File: config.mk
export PLATFORM = sky130hd
export DESIGN_NAME = uvp_programmer
export DESIGN_NICKNAME = d
export VERILOG_FILES = /design/src/hdl/uvp_pkg.sv /design/src/hdl/uvp_programmer.sv /design/src/hdl/uvp_timer.sv
export VERILOG_INCLUDE_DIRS = /design/src /design/src/hdl
export SDC_FILE = /design/constraint.sdc
export NUM_CORES = 1
export LEC_CHECK = 0
export ABC_AREA = 1
export BUFFER_PORTS_ARGS = -buffer_cell sky130_fd_sc_hd__buf_2
export CORE_MARGIN = 3
export CORE_UTILIZATION = 30
export DETAILED_ROUTE_END_ITERATION = 8
export GPL_ROUTABILITY_DRIVEN = 1
export PLACE_DENSITY = 0.57
export SLEW_MARGIN = 5
export SYNTH_ARGS = -nofsm -noshare
export SYNTH_HDL_FRONTEND = slang
export SYNTH_HIERARCHICAL = 1
export SYNTH_SLANG_ARGS = --single-unit
File: constraint.sdc
create_clock -name clk_i -period 3.8 [get_ports clk_i]
set_input_delay 0.76 -clock clk_i [delete_from_list [all_inputs] [get_ports clk_i]]
set_output_delay 0.76 -clock clk_i [all_outputs]
set_load 0.05 [all_outputs]
File: src/hdl/uvp_defines.svh
// Timing counts, widths and mode constants for the EPROM programmer controller
`ifndef UVP_DEFINES_SVH
`define UVP_DEFINES_SVH
`define UVP_CLK_NS 100
`define UVP_ADDR_W 14
`define UVP_DATA_W 8
`define UVP_DEPTH 16384
`define UVP_SHORT_PULSE_NS 100000
`define UVP_SHORT_PULSE_CYC ((`UVP_SHORT_PULSE_NS + `UVP_CLK_NS - 1) / `UVP_CLK_NS)
`define UVP_PRIME_PULSE_NS 1000000
`define UVP_PRIME_PULSE_CYC ((`UVP_PRIME_PULSE_NS + `UVP_CLK_NS - 1) / `UVP_CLK_NS)
`define UVP_SETUP_NS 2000
`define UVP_SETUP_CYC ((`UVP_SETUP_NS + `UVP_CLK_NS - 1) / `UVP_CLK_NS)
`define UVP_ACCESS_NS 300
`define UVP_ACCESS_CYC ((`UVP_ACCESS_NS + `UVP_CLK_NS - 1) / `UVP_CLK_NS)
`define UVP_SHORT_MAX_TRIES 4'ha
`define UVP_PRIME_MAX_TRIES 5'h19
`define UVP_FINAL_FACTOR 3
`define UVP_ERASED_BYTE 8'hff
`define UVP_ID_SEL_BIT 0
`define UVP_PARITY_BIT 7
`endif

File: src/hdl/uvp_pkg.sv
// Types for the EPROM programmer controller
package uvp_pkg;
   typedef enum logic [1:0] {
      UVP_CMD_READ = 2'h0,
      UVP_CMD_PROG = 2'h1,
      UVP_CMD_SIG = 2'h2,
      UVP_CMD_CHECK = 2'h3
   } uvp_cmd_e;
   typedef enum logic [1:0] {
      UVP_ALG_SHORT = 2'h0,
      UVP_ALG_FAST = 2'h1
   } uvp_alg_e;
   typedef enum logic [8:0] {
      UVP_ST_IDLE = 9'h001,
      UVP_ST_SETUP = 9'h002,
      UVP_ST_PULSE = 9'h004,
      UVP_ST_HOLD = 9'h008,
      UVP_ST_VERIFY = 9'h010,
      UVP_ST_FINAL = 9'h020,
      UVP_ST_READ = 9'h040,
      UVP_ST_CHECK = 9'h080,
      UVP_ST_DONE = 9'h100
   } uvp_state_e;
endpackage

File: src/hdl/uvp_programmer.sv
// Host-side controller that reads, programs and identifies a UV-erasable 16K x 8 memory
`timescale 1ns/1ns
`include "uvp_defines.svh"
// Function
// - Host keeps select or drive high on every unselected memory.
// - Host presents stable address and data, then pulses strobe low.
// - Short algorithm: 100 us pulses, verify each, fail after 10.
// - Fast algorithm: 1 ms prime pulses, verify each, fail after 25.
// - After fast match, one final pulse of three ms per prime pulse.
// - Any location may be programmed in any order.
// - After a full routine, recheck every byte at normal supply. Check command stops at first non-erased byte (fast), only reads (short).
// - Identifier pin high voltage selects signature; lowest address picks code.
module uvp_programmer
   import uvp_pkg::*;
(
   input wire logic clk_i,
   input wire logic reset_i,
   input wire logic req_valid_i,
   output logic req_ready_o,
   input wire logic [1:0] req_cmd_i,
   input wire logic [1:0] req_alg_i,
   input wire logic [13:0] req_addr_i,
   input wire logic [7:0] req_data_i,
   output logic done_o,
   output logic fail_o,
   output logic [7:0] rdata_o,
   output logic [4:0] tries_o,
   output logic [13:0] fail_addr_o,
   output logic [13:0] addr_lines_o,
   input wire logic [7:0] byte_lines_i,
   output logic [7:0] byte_lines_o,
   output logic [7:0] byte_lines_oe_o,
   output logic chip_sel_n_o,
   output logic out_drive_n_o,
   output logic write_strobe_n_o,
   output logic prog_supply_o,
   output logic id_mode_pin_o
);
   uvp_state_e state_reg, state_next;
   logic [1:0] cmd_reg;
   logic [1:0] alg_reg;
   logic [13:0] addr_reg;
   logic [7:0] data_reg;
   logic [4:0] tries_reg;
   logic [1:0] final_cnt_reg;
   logic [7:0] sync1_reg, sync2_reg;
   logic done_reg, fail_reg;
   logic [7:0] rdata_reg;
   logic [13:0] fail_addr_reg;
   logic timer_load;
   logic [19:0] timer_count;
   logic timer_exp;

   uvp_timer u_timer (
      .clk_i(clk_i),
      .reset_i(reset_i),
      .load_i(timer_load),
      .count_i(timer_count),
      .expired_o(timer_exp)
   );

   // Data pins are asynchronous to our clock
   always_ff @(posedge clk_i or posedge reset_i) begin
      if (reset_i) begin
         sync1_reg <= 8'h00;
         sync2_reg <= 8'h00;
      end else begin
         sync1_reg <= byte_lines_i;
         sync2_reg <= sync1_reg;
      end
   end

   wire is_fast_w = (alg_reg == UVP_ALG_FAST);
   wire is_prog_w = (cmd_reg == UVP_CMD_PROG);
   wire is_sig_w = (cmd_reg == UVP_CMD_SIG);
   wire is_check_w = (cmd_reg == UVP_CMD_CHECK);
   wire match_w = (sync2_reg == data_reg);
   wire [4:0] max_tries_w = is_fast_w ? `UVP_PRIME_MAX_TRIES : {1'b0, `UVP_SHORT_MAX_TRIES};
   wire out_of_tries_w = (tries_reg >= max_tries_w);
   wire sig_parity_ok_w = ^sync2_reg;
   wire [13:0] sig_addr_w = {13'h0000, addr_reg[`UVP_ID_SEL_BIT]};
   wire last_addr_w = (addr_reg == 14'(`UVP_DEPTH - 1));
   wire [19:0] pulse_cyc_w = is_fast_w ? 20'(`UVP_PRIME_PULSE_CYC) : 20'(`UVP_SHORT_PULSE_CYC);
   wire [19:0] setup_cyc_w = 20'(`UVP_SETUP_CYC);
   wire [19:0] access_cyc_w = 20'(`UVP_ACCESS_CYC);
   wire [19:0] final_cyc_w = 20'(`UVP_PRIME_PULSE_CYC) * 20'(tries_reg);

   wire st_pulse_w = (state_reg == UVP_ST_PULSE) || (state_reg == UVP_ST_FINAL);
   wire st_drive_w = (state_reg == UVP_ST_SETUP) || st_pulse_w || (state_reg == UVP_ST_HOLD);
   wire st_read_w = (state_reg == UVP_ST_VERIFY) || (state_reg == UVP_ST_READ) || (state_reg == UVP_ST_CHECK);
   wire st_hv_w = is_prog_w && (st_drive_w || (state_reg == UVP_ST_VERIFY));

   always_comb begin
      state_next = state_reg;
      timer_load = 1'b0;
      timer_count = setup_cyc_w;
      unique case (state_reg)
         UVP_ST_IDLE: begin
            if (req_valid_i) begin
               timer_load = 1'b1;
               state_next = (req_cmd_i == UVP_CMD_PROG) ? UVP_ST_SETUP : UVP_ST_READ;
               if (req_cmd_i == UVP_CMD_CHECK) begin
                  state_next = UVP_ST_CHECK;
               end
            end
         end
         UVP_ST_SETUP: begin
            if (timer_exp) begin
               timer_load = 1'b1;
               timer_count = pulse_cyc_w;
               state_next = UVP_ST_PULSE;
               if (final_cnt_reg != 2'h0) begin
                  timer_count = final_cyc_w;
                  state_next = UVP_ST_FINAL;
               end
            end
         end
         UVP_ST_PULSE: begin
            if (timer_exp) begin
               timer_load = 1'b1;
               state_next = UVP_ST_HOLD;
            end
         end
         UVP_ST_HOLD: begin
            if (timer_exp) begin
               // Hold after the final pulse keeps data valid, then the byte is finished
               timer_load = (final_cnt_reg == 2'h0);
               timer_count = access_cyc_w;
               state_next = (final_cnt_reg != 2'h0) ? UVP_ST_DONE : UVP_ST_VERIFY;
            end
         end
         UVP_ST_VERIFY: begin
            if (timer_exp) begin
               if (match_w && is_fast_w) begin
                  timer_load = 1'b1;
                  state_next = UVP_ST_SETUP;
               end else if (match_w || out_of_tries_w) begin
                  state_next = UVP_ST_DONE;
               end else begin
                  timer_load = 1'b1;
                  state_next = UVP_ST_SETUP;
               end
            end
         end
         UVP_ST_FINAL: begin
            if (timer_exp) begin
               timer_load = 1'b1;
               timer_count = final_cyc_w;
               state_next = UVP_ST_FINAL;
               if (final_cnt_reg == 2'h1) begin
                  timer_count = setup_cyc_w;
                  state_next = UVP_ST_HOLD;
               end
            end
         end
         UVP_ST_READ: begin
            if (timer_exp) begin
               state_next = UVP_ST_DONE;
            end
         end
         UVP_ST_CHECK: begin
            if (timer_exp) begin
               timer_load = !last_addr_w && (sync2_reg == `UVP_ERASED_BYTE || !is_fast_w);
               state_next = timer_load ? UVP_ST_CHECK : UVP_ST_DONE;
               timer_count = access_cyc_w;
            end
         end
         UVP_ST_DONE: state_next = UVP_ST_IDLE;
         default: state_next = UVP_ST_IDLE;
      endcase
   end

   always_ff @(posedge clk_i or posedge reset_i) begin
      if (reset_i) begin
         state_reg <= UVP_ST_IDLE;
         cmd_reg <= 2'h0;
         alg_reg <= 2'h0;
         addr_reg <= 14'h0000;
         data_reg <= 8'hff;
         tries_reg <= 5'h00;
         final_cnt_reg <= 2'h0;
      end else begin
         state_reg <= state_next;
         if (state_reg == UVP_ST_IDLE && req_valid_i) begin
            cmd_reg <= req_cmd_i;
            alg_reg <= req_alg_i;
            addr_reg <= (req_cmd_i == UVP_CMD_CHECK) ? 14'h0000 : req_addr_i;
            data_reg <= req_data_i;
            tries_reg <= 5'h00;
            final_cnt_reg <= 2'h0;
         end
         if (state_reg == UVP_ST_SETUP && timer_exp && final_cnt_reg == 2'h0) begin
            tries_reg <= tries_reg + 5'h01;
         end
         // Final pulse is three stretches of tries ms, kept in a short timer
         if (state_reg == UVP_ST_VERIFY && timer_exp && match_w && is_fast_w) begin
            final_cnt_reg <= 2'(`UVP_FINAL_FACTOR);
         end
         if (state_reg == UVP_ST_FINAL && timer_exp && final_cnt_reg != 2'h1) begin
            final_cnt_reg <= final_cnt_reg - 2'h1;
         end
         if (state_reg == UVP_ST_CHECK && timer_exp && !last_addr_w) begin
            addr_reg <= addr_reg + 14'h0001;
         end
      end
   end

   always_ff @(posedge clk_i or posedge reset_i) begin
      if (reset_i) begin
         done_reg <= 1'b0;
         fail_reg <= 1'b0;
         rdata_reg <= 8'h00;
         fail_addr_reg <= 14'h0000;
      end else begin
         done_reg <= (state_next == UVP_ST_DONE);
         if (state_reg == UVP_ST_IDLE && req_valid_i) begin
            fail_reg <= 1'b0;
         end
         if ((state_reg == UVP_ST_VERIFY || state_reg == UVP_ST_READ || state_reg == UVP_ST_CHECK) && timer_exp) begin
            rdata_reg <= sync2_reg;
         end
         if (state_reg == UVP_ST_VERIFY && timer_exp && !match_w && out_of_tries_w) begin
            fail_reg <= 1'b1;
            fail_addr_reg <= addr_reg;
         end
         if (state_reg == UVP_ST_READ && timer_exp && is_sig_w && !sig_parity_ok_w) begin
            fail_reg <= 1'b1;
         end
         // Fast-mode check compares against erased ones; short-mode check only sweeps reads
         if (state_reg == UVP_ST_CHECK && timer_exp && is_fast_w && sync2_reg != `UVP_ERASED_BYTE) begin
            fail_reg <= 1'b1;
            fail_addr_reg <= addr_reg;
         end
      end
   end

   assign req_ready_o = (state_reg == UVP_ST_IDLE);
   assign done_o = done_reg;
   assign fail_o = fail_reg;
   assign rdata_o = rdata_reg;
   assign tries_o = tries_reg;
   assign fail_addr_o = fail_addr_reg;
   assign addr_lines_o = is_sig_w ? sig_addr_w : addr_reg;
   assign byte_lines_o = data_reg;
   assign byte_lines_oe_o = {8{st_drive_w}};
   assign chip_sel_n_o = !(st_drive_w || st_read_w);
   assign out_drive_n_o = !st_read_w;
   assign write_strobe_n_o = !st_pulse_w;
   assign prog_supply_o = st_hv_w;
   assign id_mode_pin_o = is_sig_w && (state_reg == UVP_ST_READ);
endmodule

File: src/hdl/uvp_timer.sv
// Down-counting wait timer with a one-cycle expiry pulse
`timescale 1ns/1ns
module uvp_timer (
   input wire logic clk_i,
   input wire logic reset_i,
   input wire logic load_i,
   input wire logic [19:0] count_i,
   output logic expired_o
);
   logic [19:0] cnt_reg;
   logic run_reg;
   wire last_w = run_reg && (cnt_reg == 20'h00001);
   always_ff @(posedge clk_i or posedge reset_i) begin
      if (reset_i) begin
         cnt_reg <= 20'h00000;
         run_reg <= 1'b0;
      end else if (load_i) begin
         cnt_reg <= count_i;
         run_reg <= 1'b1;
      end else if (run_reg) begin
         cnt_reg <= cnt_reg - 20'h00001;
         run_reg <= !last_w;
      end
   end
   // Expiry ignores load so the caller can reload on it without a combinational loop
   assign expired_o = last_w;
endmodule

==> flow_results.org <==
** Run status
- Outcome :: completed

** Die
- The initial utilization of the core area, before any placement, comes to roughly 31%.
- The floorplan step defined a die boundary enclosing 24700 um2.
- Row generation in the floorplan step produced 54 rows.
- Die width :: ~160 um
- During I/O placement, the number of pins put on the boundary was between 100 and 150.
- In this run the vertical extent of the chip is roughly 160 um.
- Floorplan Core Area :: 22200 um2

** Logic synthesis
- Predominant post-synthesis flop cell :: dfrtp_1
- Portion of synthesized cell area occupied by the leading cell type :: approximately a third
- By area the synthesized netlist is led by dfrtp_1 (34%), nand2_1 (15%), nand3_1 (6.6%).
- Sequential cells were found to cover 37.7% of the synthesized design area.
- Number of synthesized flops with an enable pin :: 0
- For this run, the number of Yosys warnings is 6.
- The synthesized netlist contains 46 unique library cells.
- After synthesis, the share of flip-flops with an asynchronous set or reset is 100%.
- By count the netlist is led by nand2_1 (276), inv_1 (102), dfrtp_1 (94), nand3_1 (90), nor2_1 (74).
- Among all cell types in the netlist, the one instantiated most often is nand2_1.
- Synthesis inferred ~100 register bits.
- The number of nets in the synthesized netlist is roughly 1000.
- Area leader, netlist :: dfrtp_1
- Synthesized netlist cell count :: 912
- A synthesized cell averages around 7.5 um2.
- The cell area that synthesis handed to floorplanning was between 6000 and 7000 um2.

** Worst setup path
- Worst R2R Setup Slack :: approximately 0.38 ns
- Worst Path Buf+Inv :: 2
- R2R depth :: 15
- Ordered list of cells on the worst path :: inv_1 > fa_1 > inv_1 > ha_1 > ha_1 > ha_1 > nand2_1 > o21ai_0 > a21oi_1 > o21ai_0 > nand2_1 > nand2_1 > nor2_1 > nand2_1 > nand3_1
- Endpoint kind of the worst setup timing path :: register
- The worst setup path is launched from a register.
- Critical Path Slowest Stage Cell :: fa_1
- On the worst path, the slowest cell contributes a delay of about 0.55 ns.
- Along the worst path, the maximum fanout reaches 8.
- STA puts the critical path data arrival time at roughly 3.7 ns.
- Among the stages of the critical path, the cell type that occurs most often is nand2_1.
- Among cell families on the critical path, the largest total delay comes from adder cells.
- Required time reported for the critical path endpoint :: ~4.0 ns
- By startpoint and endpoint, the worst setup path is classified as reg2reg.
- Origin of the critical flop-to-flop path :: tries_o[2]
- The worst register-to-register path ends at u_timer/cnt_reg[15].

** Global route
- The via count of the first global-routing pass is 6057.
- For this run, the total global-route usage over all layers was measured as ~16%.
- The initial antenna violation count was 0.
- GR Overflow Total :: 0
- Global-route wire length before repair :: roughly 32000 um
- Entering global routing, the biggest net connects 55 pins.

** Clocking
- Clock latency on the worst-skew pair :: approximately 0.36 ns
- Number of buffers added for setup after CTS :: 0
- Buffers from clock root to sink, at most :: 2
- Clock H-tree levels :: 3
- The tree is rooted in a clkbuf_16.
- The number of gates resized after CTS was 0.
- Number of hold buffers added after CTS :: 0
- The clock drives around 100 sinks.
- Reg clk slew, reported paths :: around 0.080 ns
- The number of clock buffers added by TritonCTS is 9.
- TritonCTS built the clock tree.

** Final layout
- Excluding fillers, the count of instances in the completed layout stands at about 1300.
- Filler Cells Inserted :: roughly 2400
- The repair_antennas step left the layout with diodes totalling 0.
- At the end of the flow the core is filled with cells to between 30% and 40%.
- Max FFs per register :: 20
- Synth-to-layout area growth :: 15.5%
- Of the cells placed in the final design, the portion with a size suffix greater than 1 is between 10% and 20%.
- Post-layout net count :: between 1000 and 1500

** Job
- Count of maximum capacitance violations :: 0

** Place
- Routability Congestion :: 0.883
- Half-perimeter wire length after detailed placement :: between 10000 and 15000 um
- Quantity of I/O buffers inserted on ports :: approximately 100
- The number of placed instances, taps included, is about 1300.

** STA
- Share of the cycle needed by the critical path after routing :: 89.9%
- Setup TNS after final layout :: 0 ns
- On the final layout, the worst clock skew is between 0.01 and 0.015 ns.
- Worst hold slack :: 0.351 ns
- Number of failing hold endpoints at the final stage :: 0
- Setup violators final :: 0
- The count of pins over their slew limit came to 0.
- The worst path needs 3.42 ns of the cycle, external delays included.
- Achievable clock frequency :: around 0.29 GHz
- RSZ-0062 raised after global routing :: false
- For the pin with the worst max-slew slack, the measured transition is ~1 ns.
- Slew margin rel. :: around a third

** Route
- For this block, the routed nets add up to about 19000 um of wire.
- DR vias/cell :: 4.77
- Router iterations before antenna repair :: 5
- Wirelength per Cell :: between 10 and 15 um
- The routed layout has between 6000 and 7000 vias.
- In this run the remaining antenna-violating nets after routing total 0.
- For this run, design rule violations remaining after detail routing come to 0.
- For this block, the initial DRC count from the detailed router was 416.

** Power and ir drop
- Max IR drop VDD :: around 0.00045 V
- Total Power :: 0.00522 W
- In this run the static leakage power is ~4.3 nW.
- Power spread over the standard cell area amounts to ~660 nW/um2.

** Worst hold path
- Counting instances, the worst hold path has a depth of 0.
- Hold_sp :: sync1_reg[3]
- The tightest min-delay check is of the reg2reg type.
- Worst Hold End :: sync2_reg[3]
-- cells by family (layout without fill, tap and decap cells) --
family                     Yosys count  after routing  share of synthesized area [%]
other                                1              1                         0.0546
and+or+nand+nor                    513            513                           34.4
xor gates and xnor gates            26             26                           3.32
adders and majority gates           38             38                           7.36
AOI/OAI and AO/OA                   90             90                           8.36
DFF                                103            103                           37.7
buffers and inverters              141            240                           8.78
-- layer usage --
layer  track usage [%]  vias up  share of wire [%]
li1                  -     3121                  -
met1              22.0     2884                 48
met2              25.7      144                 47
met3              3.19       10                4.2
met4              3.55        0               0.87
met5                 0        -                  0
-- worst max-delay path by stage --
| stage | startpoint | endpoint | cells past startpoint |
|---|---|---|---|
| floorplan | tries_o[3] | u_timer/cnt_reg[17] | 13 |
| global placement | tries_o[2] | u_timer/cnt_reg[17] | 13 |
| detailed placement | tries_o[3] | u_timer/cnt_reg[15] | 15 |
| global route | tries_o[2] | u_timer/cnt_reg[15] | 15 |
| finish | tries_o[2] | u_timer/cnt_reg[15] | 15 |
| CTS | tries_o[2] | u_timer/cnt_reg[15] | 15 |
-- power by group --
group | leakage, nW | internal [W] | switching, W
sequential | 1.32 | 0.00139 | 0.000316
clock | 0.148 | 0.000473 | 0.000491
combinational | 2.86 | 0.000703 | 0.00185
total | 4.33 | 0.00257 | 0.00265
-- worst reg2reg max path, delay by kind of cell (launching register included) --
family                   cells  cell delay [ns]
flip-flops                   1             0.52
buffers and inverters        2             0.21
AND/OR/NAND/NOR              6             0.40
adder cells (fa/ha/maj)      4             1.49
AO/OA/AOI/OAI                3             0.68
-- cells in the final DEF (no fill, tap or decap), drive strengths merged, types with 2 or more instances in the layout --
cell type and instances:
a22oi 14, or2 5, nand3 94, inv 117
o32ai 2, ha 34, clkinv 3, nor2 99
dfrtp 94, a21oi 10, nand2 289, o21bai 3
buf 110, xnor2 9, nor3 6, o22ai 4
a31oi 2, o211ai 11, nand4 18, clkbuf 9
xor2 17, fa 4, dfstp 9, o21ai 38
-- cell type report --
| cell class | count | area [um2] | area share, % |
|---|---|---|---|
| Clock inverter | 7 | 82.6 | 1.04 |
| Clock buffer | 9 | 225 | 2.84 |
| Sequential cell | 103 | 2590 | 32.6 |
| Tap cell | 280 | 350 | 4.42 |
| Multi-Input combinational cell | 668 | 3680 | 46.4 |
| Timing Repair Buffer | 110 | 573 | 7.22 |
| Inverter | 114 | 429 | 5.41 |
-- metrics by stage --
| step | instance area (um2) | worst slack (ns) |
|---|---|---|
| 2_1_floorplan | 6870 | 0.296 |
| 3_3_place_gp | 7620 | 0.475 |
| 3_5_place_dp | 7620 | 0.384 |
| 4_1_cts | 7930 | 0.391 |
| 5_1_grt | 7930 | 0.0387 |
| 6_report | 7930 | 0.384 |
Power figures use the tool's default switching activity.
